===== src/sacop_cfg.svh =====
// constants of the sar converter output port: widths, pins, timing, resets
`ifndef SACOP_CFG_SVH
`define SACOP_CFG_SVH

`define SACOP_RES_W          16
`define SACOP_FIFO_DEPTH     16
`define SACOP_CHAIN_BITS     16
`define SACOP_SERIAL_CHAIN_INPUT_BIT       9
`define SACOP_SERIAL_RESULT_OUTPUT_BIT      10
`define SACOP_SCLK_BIT       11
`define SACOP_SER_DRIVE_MASK 16'h0400
`define SACOP_DRIVE_ALL_N    16'h0000
`define SACOP_DRIVE_NONE_N   16'hffff
`define SACOP_MSB_MASK       16'h8000
`define SACOP_RESULT_RST     16'h0000
`define SACOP_SHIFT_RST      16'h0000
`define SACOP_IN_IDLE        10'h380
`define SACOP_CLK_MHZ        20
`define SACOP_CONV_TIME_NS   2500
`define SACOP_CONV_CYCLES    ((`SACOP_CONV_TIME_NS * `SACOP_CLK_MHZ) / 1000)
`define SACOP_CNT_W          6

`endif


===== src/sacop_pkg.sv =====
// shared types of the sar converter output port
`include "sacop_cfg.svh"
package sacop_pkg;
	typedef enum logic [1:0] {
		ST_IDLE = 2'b00,
		ST_CONV = 2'b01,
		ST_PUSH = 2'b10
	} sacop_state_t;

	// pin levels that enter from outside the clock domain
	typedef struct packed {
		logic cnv_n;
		logic cs_n;
		logic rd_n;
		logic rst_pin;
		logic pd;
		logic ser;
		logic ob;
		logic swap;
		logic serial_chain_input;
		logic sclk;
	} sacop_in_t;

	// data pin drive: level and low-active output enable per line
	typedef struct packed {
		logic [`SACOP_RES_W-1:0] dout;
		logic [`SACOP_RES_W-1:0] oe_n;
	} sacop_pins_t;
endpackage


===== src/sacop_fifo.sv =====
// result fifo with valid and ready on both sides
`timescale 1ns/100ps
`default_nettype none
module sacop_fifo #(
	parameter int W     = 16, // word width
	parameter int DEPTH = 16  // words, power of two
) (
	input  wire logic         sys_clk,   // system clock
	input  wire logic         rst_n,     // async reset, low active
	input  wire logic         flush,     // drops all words
	input  wire logic         in_valid,  // word offered
	output logic              in_ready,  // room for a word
	input  wire logic [W-1:0] in_data,   // word in
	output logic              out_valid, // word waiting
	input  wire logic         out_ready, // drain takes word
	output logic [W-1:0]      out_data   // oldest word
);
	localparam int AW = $clog2(DEPTH);

	logic [W-1:0] mem_reg  [DEPTH];
	logic [W-1:0] mem_next [DEPTH];
	logic [AW:0]  wr_reg;
	logic [AW:0]  wr_next;
	logic [AW:0]  rd_reg;
	logic [AW:0]  rd_next;
	logic         full;
	logic         empty;

	// extra pointer bit tells full from empty
	assign full      = (wr_reg[AW] != rd_reg[AW]) &&
	                   (wr_reg[AW-1:0] == rd_reg[AW-1:0]);
	assign empty     = (wr_reg == rd_reg);
	assign in_ready  = ~full;
	assign out_valid = ~empty;
	assign out_data  = mem_reg[rd_reg[AW-1:0]];

	// pointer and storage update
	always_comb begin
		mem_next = mem_reg;
		wr_next  = wr_reg;
		rd_next  = rd_reg;
		if (flush) begin
			wr_next = '0;
			rd_next = '0;
		end else begin
			if (in_valid && !full) begin
				mem_next[wr_reg[AW-1:0]] = in_data;
				wr_next = wr_reg + 1'b1;
			end
			if (out_ready && !empty) begin
				rd_next = rd_reg + 1'b1;
			end
		end
	end

	always_ff @(posedge sys_clk or negedge rst_n) begin
		if (!rst_n) begin
			mem_reg <= '{default: '0};
			wr_reg  <= '0;
			rd_reg  <= '0;
		end else begin
			mem_reg <= mem_next;
			wr_reg  <= wr_next;
			rd_reg  <= rd_next;
		end
	end
endmodule
`default_nettype wire


===== src/sacop_top.sv =====
// sar converter control, result register and parallel/serial output port
`timescale 1ns/100ps
`default_nettype none
`include "sacop_cfg.svh"

// Notes on behaviour
// - serial select high picks the serial port, low picks the parallel port.
// - in serial mode every data line except the serial output floats.
// - format select high gives offset binary; low inverts msb for two's complement.
// - byte swap high exchanges the upper and lower result bytes on the parallel bus.
// - parallel mode drives the sixteen data lines with result bits 0 to 15.
// - serial mode uses lines 9, 10, 11 as chain in, data out, shift clock.
// - serial data leaves msb first, changing on rising shift clock edges.
// - chain input level reaches serial output sixteen shift clocks after read start.
// - busy rises at conversion start and falls once the result is available.
// - output drivers are on only while select and read strobe are both low.
// - the shift clock is ignored unless device select is low.
// - reset pin high aborts any conversion and floats the data bus.
// - power down high ignores conversion start requests.
// - falling start edge holds the sampler and begins conversion, select ignored.
module sacop_top #(
	parameter int FIFO_DEPTH = `SACOP_FIFO_DEPTH // results that may queue
) (
	input  wire logic                    sys_clk,                // 20 MHz
	input  wire logic                    rst_n,                  // async reset
	input  wire logic                    conversion_start_n,     // start edge
	input  wire logic                    device_select_n,        // chip select
	input  wire logic                    read_strobe_n,          // read enable
	input  wire logic                    reset_request,          // reset pin
	input  wire logic                    power_down_request,     // power down
	input  wire logic                    serial_parallel_select, // 1 serial
	input  wire logic                    output_format_select,   // 1 offset
	input  wire logic                    byte_order_swap,        // 1 swap
	input  wire logic [`SACOP_RES_W-1:0] parallel_data_bits_in,  // pin levels
	output var  sacop_pkg::sacop_pins_t  parallel_data_bits_drv, // pin drive
	input  wire logic [`SACOP_RES_W-1:0] sar_code,               // core code
	output logic                         busy,                   // converting
	output logic                         sampler_hold,           // hold mode
	output logic                         powered_down            // pd level
);
	import sacop_pkg::*;

	localparam int RW = `SACOP_RES_W;
	localparam logic [`SACOP_CNT_W-1:0] CONV_LAST =
		`SACOP_CNT_W'(`SACOP_CONV_CYCLES - 1);

	// msb inversion turns offset binary into two's complement
	function automatic logic [RW-1:0] fmt_code(input logic [RW-1:0] c,
	                                            input logic ob);
		fmt_code = ob ? c : (c ^ `SACOP_MSB_MASK);
	endfunction

	function automatic logic [RW-1:0] swap_bytes(input logic [RW-1:0] c,
	                                              input logic sw);
		swap_bytes = sw ? {c[7:0], c[15:8]} : c;
	endfunction

	sacop_in_t    pin_now;
	sacop_in_t    sync1_reg;
	sacop_in_t    sync2_reg;
	sacop_in_t    prev_reg;
	sacop_state_t state_reg;
	sacop_state_t state_next;
	logic [`SACOP_CNT_W-1:0] cnt_reg;
	logic [`SACOP_CNT_W-1:0] cnt_next;
	logic [RW-1:0] code_reg;
	logic [RW-1:0] code_next;
	logic [RW-1:0] result_reg;
	logic [RW-1:0] result_next;
	logic [RW-1:0] shift_reg;
	logic [RW-1:0] shift_next;
	logic          busy_reg;
	logic          busy_next;
	sacop_pins_t   pins_reg;
	sacop_pins_t   pins_next;
	logic          start_evt;
	logic          sclk_rise;
	logic          cs_fall;
	logic          out_en;
	logic          rst_pin;
	logic          read_hold;
	logic          fifo_in_valid;
	logic          fifo_in_ready;
	logic          fifo_out_valid;
	logic          load_now;
	logic [RW-1:0] fifo_out_data;

	// pins gathered; lines 9 and 11 double as serial inputs
	always_comb begin
		pin_now.cnv_n   = conversion_start_n;
		pin_now.cs_n    = device_select_n;
		pin_now.rd_n    = read_strobe_n;
		pin_now.rst_pin = reset_request;
		pin_now.pd      = power_down_request;
		pin_now.ser     = serial_parallel_select;
		pin_now.ob      = output_format_select;
		pin_now.swap    = byte_order_swap;
		pin_now.serial_chain_input    = parallel_data_bits_in[`SACOP_SERIAL_CHAIN_INPUT_BIT];
		pin_now.sclk    = parallel_data_bits_in[`SACOP_SCLK_BIT];
	end

	// two-stage synchroniser, then a third stage for edge detection
	always_ff @(posedge sys_clk or negedge rst_n) begin
		if (!rst_n) begin
			sync1_reg <= sacop_in_t'(`SACOP_IN_IDLE);
			sync2_reg <= sacop_in_t'(`SACOP_IN_IDLE);
			prev_reg  <= sacop_in_t'(`SACOP_IN_IDLE);
		end else begin
			sync1_reg <= pin_now;
			sync2_reg <= sync1_reg;
			prev_reg  <= sync2_reg;
		end
	end

	// start edge works whatever device select shows
	assign start_evt = prev_reg.cnv_n & ~sync2_reg.cnv_n;
	// shift clock only counts while selected in serial mode
	assign sclk_rise = ~prev_reg.sclk & sync2_reg.sclk &
	                   ~sync2_reg.cs_n & sync2_reg.ser;
	assign cs_fall   = prev_reg.cs_n & ~sync2_reg.cs_n;
	assign rst_pin   = sync2_reg.rst_pin;
	// drivers on only with select and read both low, never in reset
	assign out_en    = ~sync2_reg.cs_n & ~sync2_reg.rd_n & ~rst_pin;
	// result register must not change under a read in progress
	assign read_hold = out_en | (sync2_reg.ser & ~sync2_reg.cs_n);
	assign fifo_in_valid = (state_reg == ST_PUSH) & ~rst_pin;
	assign load_now  = fifo_out_valid & ~read_hold & ~rst_pin;

	// conversion sequencer: hold, count the internal conversion time, queue
	always_comb begin
		state_next = state_reg;
		cnt_next   = cnt_reg;
		code_next  = code_reg;
		case (state_reg)
			ST_IDLE: begin
				if (start_evt && !sync2_reg.pd) begin
					state_next = ST_CONV;
					cnt_next   = '0;
					code_next  = sar_code;
				end
			end
			ST_CONV: begin
				if (cnt_reg == CONV_LAST) begin
					state_next = ST_PUSH;
				end else begin
					cnt_next = cnt_reg + 1'b1;
				end
			end
			ST_PUSH: begin
				// a full queue stalls here and stretches busy
				if (fifo_in_ready) begin
					state_next = ST_IDLE;
				end
			end
			default: begin
				state_next = ST_IDLE;
			end
		endcase
		if (rst_pin) begin
			state_next = ST_IDLE;
			cnt_next   = '0;
		end
	end

	// result register, busy flag and serial shifter
	always_comb begin
		result_next = result_reg;
		shift_next  = shift_reg;
		if (load_now) begin
			result_next = fifo_out_data;
		end
		// busy covers conversion, queueing and the final load
		busy_next = ~rst_pin & ((state_next != ST_IDLE) |
		            (fifo_in_valid & fifo_in_ready) | fifo_out_valid);
		if (cs_fall && sync2_reg.ser) begin
			shift_next = fmt_code(result_reg, sync2_reg.ob);
		end else if (sclk_rise) begin
			// chain bits trail the own result by sixteen clocks
			shift_next = {shift_reg[RW-2:0], sync2_reg.serial_chain_input};
		end
		if (rst_pin) begin
			result_next = `SACOP_RESULT_RST;
			shift_next  = `SACOP_SHIFT_RST;
		end
	end

	// pin drive; serial mode floats all but the serial output line
	always_comb begin
		pins_next.dout = '0;
		pins_next.oe_n = `SACOP_DRIVE_NONE_N;
		if (sync2_reg.ser) begin
			pins_next.dout[`SACOP_SERIAL_RESULT_OUTPUT_BIT] = shift_reg[RW-1];
			if (out_en) begin
				pins_next.oe_n = ~`SACOP_SER_DRIVE_MASK;
			end
		end else begin
			pins_next.dout = swap_bytes(fmt_code(result_reg, sync2_reg.ob),
			                            sync2_reg.swap);
			if (out_en) begin
				pins_next.oe_n = `SACOP_DRIVE_ALL_N;
			end
		end
	end

	always_ff @(posedge sys_clk or negedge rst_n) begin
		if (!rst_n) begin
			state_reg  <= ST_IDLE;
			cnt_reg    <= '0;
			code_reg   <= `SACOP_RESULT_RST;
			result_reg <= `SACOP_RESULT_RST;
			shift_reg  <= `SACOP_SHIFT_RST;
			busy_reg   <= 1'b0;
			pins_reg   <= '{dout: '0, oe_n: `SACOP_DRIVE_NONE_N};
		end else begin
			state_reg  <= state_next;
			cnt_reg    <= cnt_next;
			code_reg   <= code_next;
			result_reg <= result_next;
			shift_reg  <= shift_next;
			busy_reg   <= busy_next;
			pins_reg   <= pins_next;
		end
	end

	// finished codes queue here so a slow reader only stretches busy
	sacop_fifo #(
		.W     (RW),
		.DEPTH (FIFO_DEPTH)
	) u_fifo (
		.sys_clk   (sys_clk),
		.rst_n     (rst_n),
		.flush     (rst_pin),
		.in_valid  (fifo_in_valid),
		.in_ready  (fifo_in_ready),
		.in_data   (code_reg),
		.out_valid (fifo_out_valid),
		.out_ready (load_now),
		.out_data  (fifo_out_data)
	);

	assign parallel_data_bits_drv = pins_reg;
	assign busy         = busy_reg;
	assign sampler_hold = (state_reg != ST_IDLE);
	assign powered_down = sync2_reg.pd;
endmodule
`default_nettype wire


===== config.mk =====
export PLATFORM = sky130hd
export DESIGN_NAME = sacop_top
export DESIGN_NICKNAME = d
export VERILOG_FILES = /design/src/sacop_pkg.sv /design/src/sacop_fifo.sv /design/src/sacop_top.sv
export VERILOG_INCLUDE_DIRS = /design/src /design/src/src
export SDC_FILE = /design/constraint.sdc
export NUM_CORES = 1
export LEC_CHECK = 0
export ABC_CLOCK_PERIOD_IN_PS = 2200
export BUFFER_PORTS_ARGS = -buffer_cell sky130_fd_sc_hd__clkbuf_2
export CORE_MARGIN = 3
export CORE_UTILIZATION = 56
export DETAILED_ROUTE_END_ITERATION = 10
export PLACE_DENSITY = 0.77
export SLEW_MARGIN = 20
export SYNTH_ARGS = -nofsm -noshare
export SYNTH_HDL_FRONTEND = slang
export SYNTH_SLANG_ARGS = --single-unit

===== constraint.sdc =====
create_clock -name sys_clk -period 2.2 [get_ports sys_clk]
set_input_delay 0.11 -clock sys_clk [delete_from_list [all_inputs] [get_ports sys_clk]]
set_output_delay 0.11 -clock sys_clk [all_outputs]
set_load 0.01 [all_outputs]

==> reports/results.tsv, run 1 <==
metric	value	unit
cts_tree	done	
die_area	31700	µm²
synthCells	1076	
rsz0062_at_grt	no	
slew_violations	0	
syn_to_final_growth	15.3	%
drt-total-wl	34300	µm
combPwrFrac	0.031	
synth.distinct_cells	48	
grt_pass1_vias	10018	
placed_area	17400	µm²
startpoint_type	flop	
coreArea	28900	µm²
cp.arrival	2560	ps
crit_buf_inv	3	
crit_slowest_cell	dfrtp_4	
io_pins	77	
ir_drop	0.000521	V
synthArstFlopShare	1.00	
postRouteAntennaNets	0	
final_cell_area	19100	µm²
cp_cell_sequence	xor2_2, nor4_4, a21oi_4, buf_12, buf_4, nand3_4, buf_12, mux2_2	
ys_ff_latch	364	
cts.path.max_buffers	3	
grt_start_max_net_pins	78	
min_path_type	in -> async	
largest_register_ffs	256	
syn_area_per_cell	15.4	µm²
port-buffer-count	62	
finalCriticalPeriod	2160	ps
die_height	178	µm
cpLargestDelayFamily	flip-flops	
worstPathMaxFanout	16	
swShare	0.221	
power.internal	11.0	mW
synth_edf_count	0	
setup_violations	0	
power	14.1	mW
start_util	0.572	
slew_headroom	0.407	
insertion_delay	520	ps
seqPwrFrac	0.504	
syn-cell-area	16600	µm²
syn_nets	1125	
htree_levels	2	
cp_common_cell	buf_12	
yosys_warnings	0	
dr.pass1.iters	4	
cp.required	2600	ps
leakagePower	9.21	nW
dp_slack	-123	ps
cts_root_buffer	clkbuf_16	
max_stage_delay	500	ps
wl_per_cell	21.6	µm
dieWidth	178	µm
worst_pin_slew	889	ps
fin_nets	1225	
avgViaCountPerCell	5.89	
grt_remaining_overflow	0	
outcome	finished, final reports clean	
clk_pin_slew	60	ps
cts_made_buffers	38	
max_freq	463	MHz
ys_seq_area_frac	0.551	
fin_crit_sh	0.982	
cap_violations	0	
ys.flop_type	dfrtp_1	
clock_skew	17.3	ps
final_layout_size_suffix_gt1_frac	0.465	
hpwlAfterDp	21400	µm
n_antenna_cell	0	
power.density	741	nW/µm²
power_frac_clock	0.464	
critPathKind	reg -> reg	
gp_congestion	0.828	
antenna_found_initial	0	
fin_ws	39.2	ps
first_iter_violations	603	
holdWs	166	ps
hold_violations	0	
crit_path_end_kind	flop	
post-route-util	0.660	
row_count	62	
dr_total_vias	9337	
grt_usage	0.224	
post-route-drc-count	0	
p_switching	3.12	mW
grt_first_pass_wirelength	55600	µm
clock-sinks	364	
[power by group through the flow]
stage	registers (mW)	logic [mW]	clock network [mW]
floorplan	7.02	0.299	0
global placement	7.24	0.406	0
detailed placement	7.25	0.414	0
CTS	7.13	0.454	6.69
global route	7.18	0.500	6.95
finish	7.13	0.443	6.57
[path summary, 6_finish.rpt]
| path | from | end | slack [ps] | cells after the start |
|---|---|---|---|---|
| min reg2reg | sync1_reg[5]$_DFF_PN0_ | powered_down$_DFF_PN0_ | 350 | 0 |
| min | rst_n | u_fifo.mem_reg[107]$_DFFE_PN0P_ | 170 | 2 |
| max in group asynchronous | rst_n | sync1_reg[8]$_DFF_PN1_ | 1300 | 3 |
| min in group sys_clk | conversion_start_n | sync1_reg[9]$_DFF_PN1_ | 230 | 2 |
| max | u_fifo.rd_reg[1]$_DFFE_PN0P_ | u_fifo.mem_reg[205]$_DFFE_PN0P_ | 40 | 8 |
| max reg2reg | u_fifo.rd_reg[1]$_DFFE_PN0P_ | u_fifo.mem_reg[205]$_DFFE_PN0P_ | 40 | 8 |
[layer usage]
metal	GRT usage	vias to the layer above	part of all wire
li1	-	4135	-
met1	0.317	4890	0.45
met2	0.357	250	0.48
met3	0.0362	62	0.047
met4	0.0713	0	0.028
met5	0	-	0
[cells by family after synthesis]
kind of cell | count (synthesis) | synth area share
adder cells (fa/ha/maj) | 7 | 0.00529
flip-flops | 364 | 0.551
buffers and inverters | 112 | 0.0450
AND/OR/NAND/NOR | 118 | 0.0392
AO/OA/AOI/OAI | 92 | 0.0421
XOR/XNOR | 13 | 0.00688
multiplexers | 370 | 0.311
[what timing repair did]
item | CTS | global route
hold buffers | 27 | 0
endpoints found under the setup margin | 198 | 10
endpoints found under the hold margin | 88 | 0
pin swaps | 1 | 0
setup buffers | 3 | 0
resized for setup | 0 | 6
gates cloned | 0 | 2
[layout make-up]
cell class,instances,area [µm²]
clock buffers,58,1180
inverters,12,45.0
repair buffers,160,1430
clock inverters,8,119
fillers,1921,9840
multi-input cells,600,6720
well taps,384,480
flip-flops and latches,364,9130
[cells in the final DEF (no fill, tap or decap), types with 31 or more instances in the layout]
master and instances:
dfrtp_1 352, clkbuf_16 41, nand2_1 44, mux4_2 64, mux2_4 80, mux2_2 192, mux2i_1 34, buf_4 47
clkbuf_2 61, a22oi_1 31
[synthesized netlist by cell type (all sizes together) (2+ instances only)]
| cell | instances | share of area |
|---|---|---|
| clkbuf | 44 | 0.010 |
| o32ai | 2 | 0.0011 |
| mux2 | 272 | 0.20 |
| nor2b | 4 | 0.0015 |
| nand2 | 44 | 0.010 |
| nand3 | 13 | 0.0092 |
| or2 | 2 | 0.00076 |
| or3 | 4 | 0.0015 |
| nand2b | 5 | 0.0019 |
| o31ai | 17 | 0.0077 |
| nor4 | 2 | 0.0017 |
| nor2 | 28 | 0.0065 |
| mux4 | 64 | 0.087 |
| dfrtp | 354 | 0.53 |
| xnor2 | 8 | 0.0042 |
| a21oi | 9 | 0.0036 |
| xor2 | 5 | 0.0026 |
| nand3b | 2 | 0.00091 |
| ha | 7 | 0.0053 |
| and3 | 8 | 0.0030 |
| and2 | 4 | 0.0015 |
| dfstp | 10 | 0.016 |
| a22oi | 32 | 0.015 |
| mux2i | 34 | 0.021 |
| o21ai | 5 | 0.0015 |
| a22o | 17 | 0.0090 |
| inv | 12 | 0.0027 |
| buf | 56 | 0.032 |
| a211oi | 4 | 0.0018 |
[stage by stage]
| step | setup TNS (ps) | std cells |
|---|---|---|
| 6_report | 0 | 1586 |
| 5_1_grt | 0 | 1586 |
| 4_1_cts | 0 | 1584 |
| 3_5_place_dp | -9810 | 1488 |
| 3_3_place_gp | -2510 | 1488 |
| 2_1_floorplan | -685 | 1076 |
Power figures use the tool's default switching activity.
==> inputs of run 2 (changes only) <==
--- a/config.mk
+++ b/config.mk
@@ -6,12 +6,13 @@
 export SDC_FILE = /design/constraint.sdc
 export NUM_CORES = 1
 export LEC_CHECK = 0
+export ABC_AREA = 1
 export ABC_CLOCK_PERIOD_IN_PS = 2200
 export BUFFER_PORTS_ARGS = -buffer_cell sky130_fd_sc_hd__clkbuf_2
 export CORE_MARGIN = 3
 export CORE_UTILIZATION = 56
 export DETAILED_ROUTE_END_ITERATION = 10
-export PLACE_DENSITY = 0.77
+export PLACE_DENSITY = 0.76
 export SLEW_MARGIN = 20
 export SYNTH_ARGS = -nofsm -noshare
 export SYNTH_HDL_FRONTEND = slang
==> reports/results.tsv, run 2 <==
metric	value	unit
clk_pin_slew	60	ps
r2r_start	u_fifo.rd_reg[3]$_DFFE_PN0P_	
rr_worst_depth	9	
cts.repair.resized	0	
power.density	748	nW/µm²
leakagePower	9.50	nW
route.met3.wl	2660	µm
coreArea	29800	µm²
synthCells	2104	
post-route-util	0.634	
syn_area_per_cell	8.09	µm²
hold_violations	0	
ys_seq_area_frac	0.536	
critPathCapture	u_fifo.mem_reg[24]$_DFFE_PN0P_	
hpwlAfterDp	23900	µm
ys_top_cells_by_area	dfrtp_1, nand2_1, o21ai_1	
cp.required	2570	ps
grt_remaining_overflow	0	
htree_levels	2	
post-route-drc-count	0	
slew_violations	0	
startpoint_type	flop	
fin_crit_sh	0.918	
grt_usage	0.255	
placed_area	17400	µm²
die_height	180	µm
cap_violations	0	
wl_per_cell	16.2	µm
dieWidth	180	µm
first_iter_violations	1353	
avgViaCountPerCell	5.45	
dr_total_vias	13812	
port-buffer-count	62	
met1_length	17400	µm
synth.distinct_cells	36	
crit_path_end_kind	flop	
clock_skew	16.7	ps
cts.path.max_buffers	3	
finalCriticalPeriod	2020	ps
largest_register_ffs	256	
r2r-end	u_fifo.mem_reg[24]$_DFFE_PN0P_	
insertion_delay	520	ps
fin_nets	2166	
yosys_warnings	0	
grt_start_max_net_pins	114	
slew_headroom	0.528	
layout_common_cells	nand2_1, dfrtp_1, o21ai_1	
cp_common_cell	nand2_1	
ff2ff_setup_slack	180	ps
syn_nets	2153	
worstPathMaxFanout	32	
cp.depth	9	
syn_to_final_growth	11.1	%
clock-sinks	364	
routed.top_layer	met4	
crit_buf_inv	2	
dr.pass1.iters	6	
max_freq	495	MHz
min_path_type	in -> async	
yosys.area.top_type	dfrtp_1	
post-synth-top-count-cell	nand2_1	
max_stage_delay	440	ps
n_antenna_cell	0	
final_cell_area	18900	µm²
synth_edf_count	0	
io_pins	77	
ys.flop_type	dfrtp_1	
ys_ff_latch	364	
postRouteAntennaNets	0	
gp_congestion	0.839	
synthTopCellsByCount	nand2_1, dfrtp_1, o21ai_1	
setup_violations	0	
cp.arrival	2390	ps
start_util	0.571	
ir_drop	0.000483	V
hold_buffers	27	
final_common_cell	nand2_1	
worst_pin_slew	707	ps
antenna_found_initial	0	
cp_cell_sequence	inv_2, nand2_1, nand2_1, nor2_4, nand3_4, buf_4, nand3_4, nand2_1, o21ai_1	
grt_first_pass_wirelength	68500	µm
rsz0062_at_grt	no	
syn-cell-area	17000	µm²
cts_made_buffers	38	
outcome	finished, final reports clean	
worstSetupStartpoint	u_fifo.rd_reg[3]$_DFFE_PN0P_	
grt_pass1_vias	13309	
critPathKind	reg -> reg	
tns	0	ps
crit_slowest_cell	dfrtp_1	
cpLargestDelayFamily	simple AND/OR/NAND/NOR gates	
met2_length	19800	µm
die_area	32500	µm²
cts_root_buffer	clkbuf_16	
cts_tree	done	
row_count	63	
synthArstFlopShare	1.00	
drt-total-wl	41100	µm
final_layout_size_suffix_gt1_frac	0.0914	
postCtsSetupBuffers	0	
synth_top_area_frac	0.521	
## run 2: cell types whose count changed after synthesis, sizes merged, moves of 31 or more
cell,before,now
mux2,272,0
inv,12,118
a22oi,32,1
nand3,13,117
mux4,64,0
buf,56,97
nor2,28,103
nand2,44,871
mux2i,34,1
o21ai,5,308
## run 2: layout make-up
cell class | instances | area, µm²
inverters | 119 | 448
well taps | 390 | 488
clock buffers | 59 | 1160
repair buffers | 124 | 1040
multi-input cells | 1470 | 6530
clock inverters | 9 | 98.8
fillers | 2470 | 10900
flip-flops and latches | 364 | 9130
## run 2: layer usage
metal	vias up	GRT usage
met2	430	0.423
li1	6683	-
met4	0	0.0921
met5	-	0
met1	6604	0.342
met3	95	0.0402
## run 2: worst min-delay path by stage
stage	from	to	slack [ps]	cells past startpoint
6_report	rst_n	u_fifo.mem_reg[222]$_DFFE_PN0P_	100	2
5_1_grt	rst_n	u_fifo.mem_reg[222]$_DFFE_PN0P_	130	2
4_1_cts	rst_n	u_fifo.mem_reg[222]$_DFFE_PN0P_	100	2
3_3_place_gp	rst_n	u_fifo.mem_reg[148]$_DFFE_PN0P_	50	1
2_1_floorplan	rst_n	busy$_DFF_PN0_	-190	0
3_5_place_dp	rst_n	u_fifo.mem_reg[222]$_DFFE_PN0P_	50	1
## run 2: stage by stage
stage / cells / setup WS (ps) / power [mW] / hold slack [ps]
global route: 2535 / 20.3 / 14.6 / 134
CTS: 2535 / 184 / 14.2 / 104
finish: 2535 / 180 / 14.1 / 102
floorplan: 2104 / 621 / 7.42 / -186
global placement: 2440 / 271 / 7.77 / 50.9
detailed placement: 2440 / 208 / 7.79 / 50.8
## run 2: cells by family after synthesis
family          synth area share
compound gates             0.105
xor+xnor                 0.00456
fa+ha+maj                0.00515
buf+inv                   0.0799
flops                      0.536
mux                     0.000588
simple gates               0.269
## run 2: where the power goes
part           total, mW  internal (mW)  switching, mW
registers           6.87           6.83         0.0451
clock network       6.42           3.87           2.54
logic              0.845          0.168          0.678
total               14.1           10.9           3.27
==> inputs of run 3 (changes only) <==
--- a/config.mk
+++ b/config.mk
@@ -7,12 +7,12 @@
 export NUM_CORES = 1
 export LEC_CHECK = 0
 export ABC_AREA = 1
-export ABC_CLOCK_PERIOD_IN_PS = 2200
+export ABC_CLOCK_PERIOD_IN_PS = 1950
 export BUFFER_PORTS_ARGS = -buffer_cell sky130_fd_sc_hd__clkbuf_2
 export CORE_MARGIN = 3
-export CORE_UTILIZATION = 56
+export CORE_UTILIZATION = 60
 export DETAILED_ROUTE_END_ITERATION = 10
-export PLACE_DENSITY = 0.76
+export PLACE_DENSITY = 0.78
 export SLEW_MARGIN = 20
 export SYNTH_ARGS = -nofsm -noshare
 export SYNTH_HDL_FRONTEND = slang
==> constraint.sdc (replaced) <==
create_clock -name sys_clk -period 1.95 [get_ports sys_clk]
set_input_delay 0.0975 -clock sys_clk [delete_from_list [all_inputs] [get_ports sys_clk]]
set_output_delay 0.0975 -clock sys_clk [all_outputs]
set_load 0.01 [all_outputs]
==> reports/results.tsv, run 3 (synthesis results as in run 2) <==
metric	value	unit
cp.required	2400	ps
slew_violations	0	
worstSetupStartpoint	u_fifo.rd_reg[0]$_DFFE_PN0P_	
route.met3.wl	3550	µm
cts.path.max_buffers	3	
cp.depth	13	
place_inst	2471	
worst_pin_slew	734	ps
grt_remaining_overflow	0	
io_pins	77	
crit_buf_inv	4	
grt_start_max_net_pins	81	
setup_violations	0	
holdWs	88.0	ps
gp_congestion	0.862	
n_antenna_cell	0	
slew_headroom	0.510	
cts_tree	done	
postRouteAntennaNets	0	
cpLargestDelayFamily	simple AND/OR/NAND/NOR gates	
power	16.0	mW
power.density	816	nW/µm²
dieWidth	174	µm
r2r-end	result_reg[13]$_DFFE_PN0P_	
worstPathMaxFanout	14	
cap_violations	0	
clock_skew	10.2	ps
fin_ws	81.7	ps
largest_register_ffs	256	
cp.arrival	2320	ps
clk_pin_slew	60	ps
clock-sinks	364	
grt_usage	0.293	
routed.top_layer	met4	
row_count	61	
wl_per_cell	17.2	µm
port-buffer-count	62	
syn_to_final_growth	15.6	%
placed_area	18000	µm²
hold_violations	0	
dr_total_vias	14512	
register_area	9130	µm²
nFillCells	2031	
met1_length	18000	µm
insertion_delay	520	ps
final_cell_area	19700	µm²
coreArea	27900	µm²
leakagePower	9.92	nW
r2r_start	u_fifo.rd_reg[0]$_DFFE_PN0P_	
cts_made_buffers	39	
fin_crit_sh	0.958	
layout_common_cells	nand2_1, dfrtp_1, o21ai_1	
ir_drop	0.000663	V
post-route-drc-count	0	
htree_levels	2	
die_height	174	µm
max_stage_delay	540	ps
finalCriticalPeriod	1870	ps
grt_pass1_vias	14120	
final_common_cell	nand2_1	
fin_nets	2217	
start_util	0.611	
max_freq	535	MHz
dp_slack	46.4	ps
tns	0	ps
drt-total-wl	44300	µm
dr.pass1.iters	6	
cp_cell_sequence	inv_4, buf_12, buf_16, nand2_1, nand2_1, nand2_1, nand2_1, nand2_1, nand2_1, inv_1, nand2_1, nand2_1, nand2_1	
avgViaCountPerCell	5.63	
rr_worst_depth	13	
multi_input_area	6540	µm²
rsz0062_at_grt	no	
met2_length	21200	µm
hpwlAfterDp	26700	µm
outcome	finished, final reports clean	
min_path_type	in -> async	
crit_slowest_cell	dfrtp_4	
final_cells	2576	
final_layout_size_suffix_gt1_frac	0.112	
crit_path_end_kind	flop	
grt_first_pass_wirelength	72300	µm
antenna_found_initial	0	
post-route-util	0.706	
cts_root_buffer	clkbuf_16	
critPathKind	reg -> reg	
ff2ff_setup_slack	80	ps
cp_common_cell	nand2_1	
die_area	30400	µm²
first_iter_violations	1717	
startpoint_type	flop	
run 3: cell types whose count changed in the layout (fill, tap and decap cells not counted), sizes merged:
cell	delta
inv	+1
clkbuf	+8
clkinv	-2
buf	+47
bufinv	-1
run 3: worst reg2reg max path, cell delays in order, from the launching register on:
cell and delay, ps:
dfrtp_4 540, inv_4 130, buf_12 190, buf_16 170
nand2_1 60, nand2_1 60, nand2_1 60, nand2_1 80
nand2_1 60, nand2_1 120, inv_1 60, nand2_1 90
nand2_1 80, nand2_1 110
run 3: final cells by class:
type                       count  share of cell area
sequential                   364               0.464
multi-input combinational   1470               0.333
timing repair buffer         174              0.0924
clock buffer                  64              0.0606
tap                          378              0.0240
inverter                     119              0.0228
clock inverter                 7             0.00363
run 3: repair_timing:
item / in CTS / in global routing
cloned: 0 / 3
setup endpoints to repair: 1 / 14
hold endpoints to repair: 345 / 0
resized for setup: 1 / 7
hold buffers: 27 / 0
buffers inserted: 0 / 4
run 3: where the power goes:
group	switching, mW	internal (mW)	total [mW]
Clock	2.97	4.32	7.28
Sequential	0.0534	7.70	7.75
Combinational	0.812	0.198	1.01
Total	3.83	12.2	16.0
run 3: per-layer routing:
layer  global-route usage  vias up
li1                     -     6787
met2                0.481      649
met5                    0        -
met3               0.0441      136
met1                0.401     6940
met4                0.102        0
run 3: how the worst max path moves through the flow:
stage | slack (ps) | end
after floorplan | 370 | u_fifo.mem_reg[75]$_DFFE_PN0P_
after CTS | 50 | result_reg[13]$_DFFE_PN0P_
final | 80 | result_reg[13]$_DFFE_PN0P_
after detailed placement | 50 | result_reg[13]$_DFFE_PN0P_
after global routing | 4 | result_reg[15]$_DFFE_PN0P_
after global placement | 80 | result_reg[8]$_DFFE_PN0P_
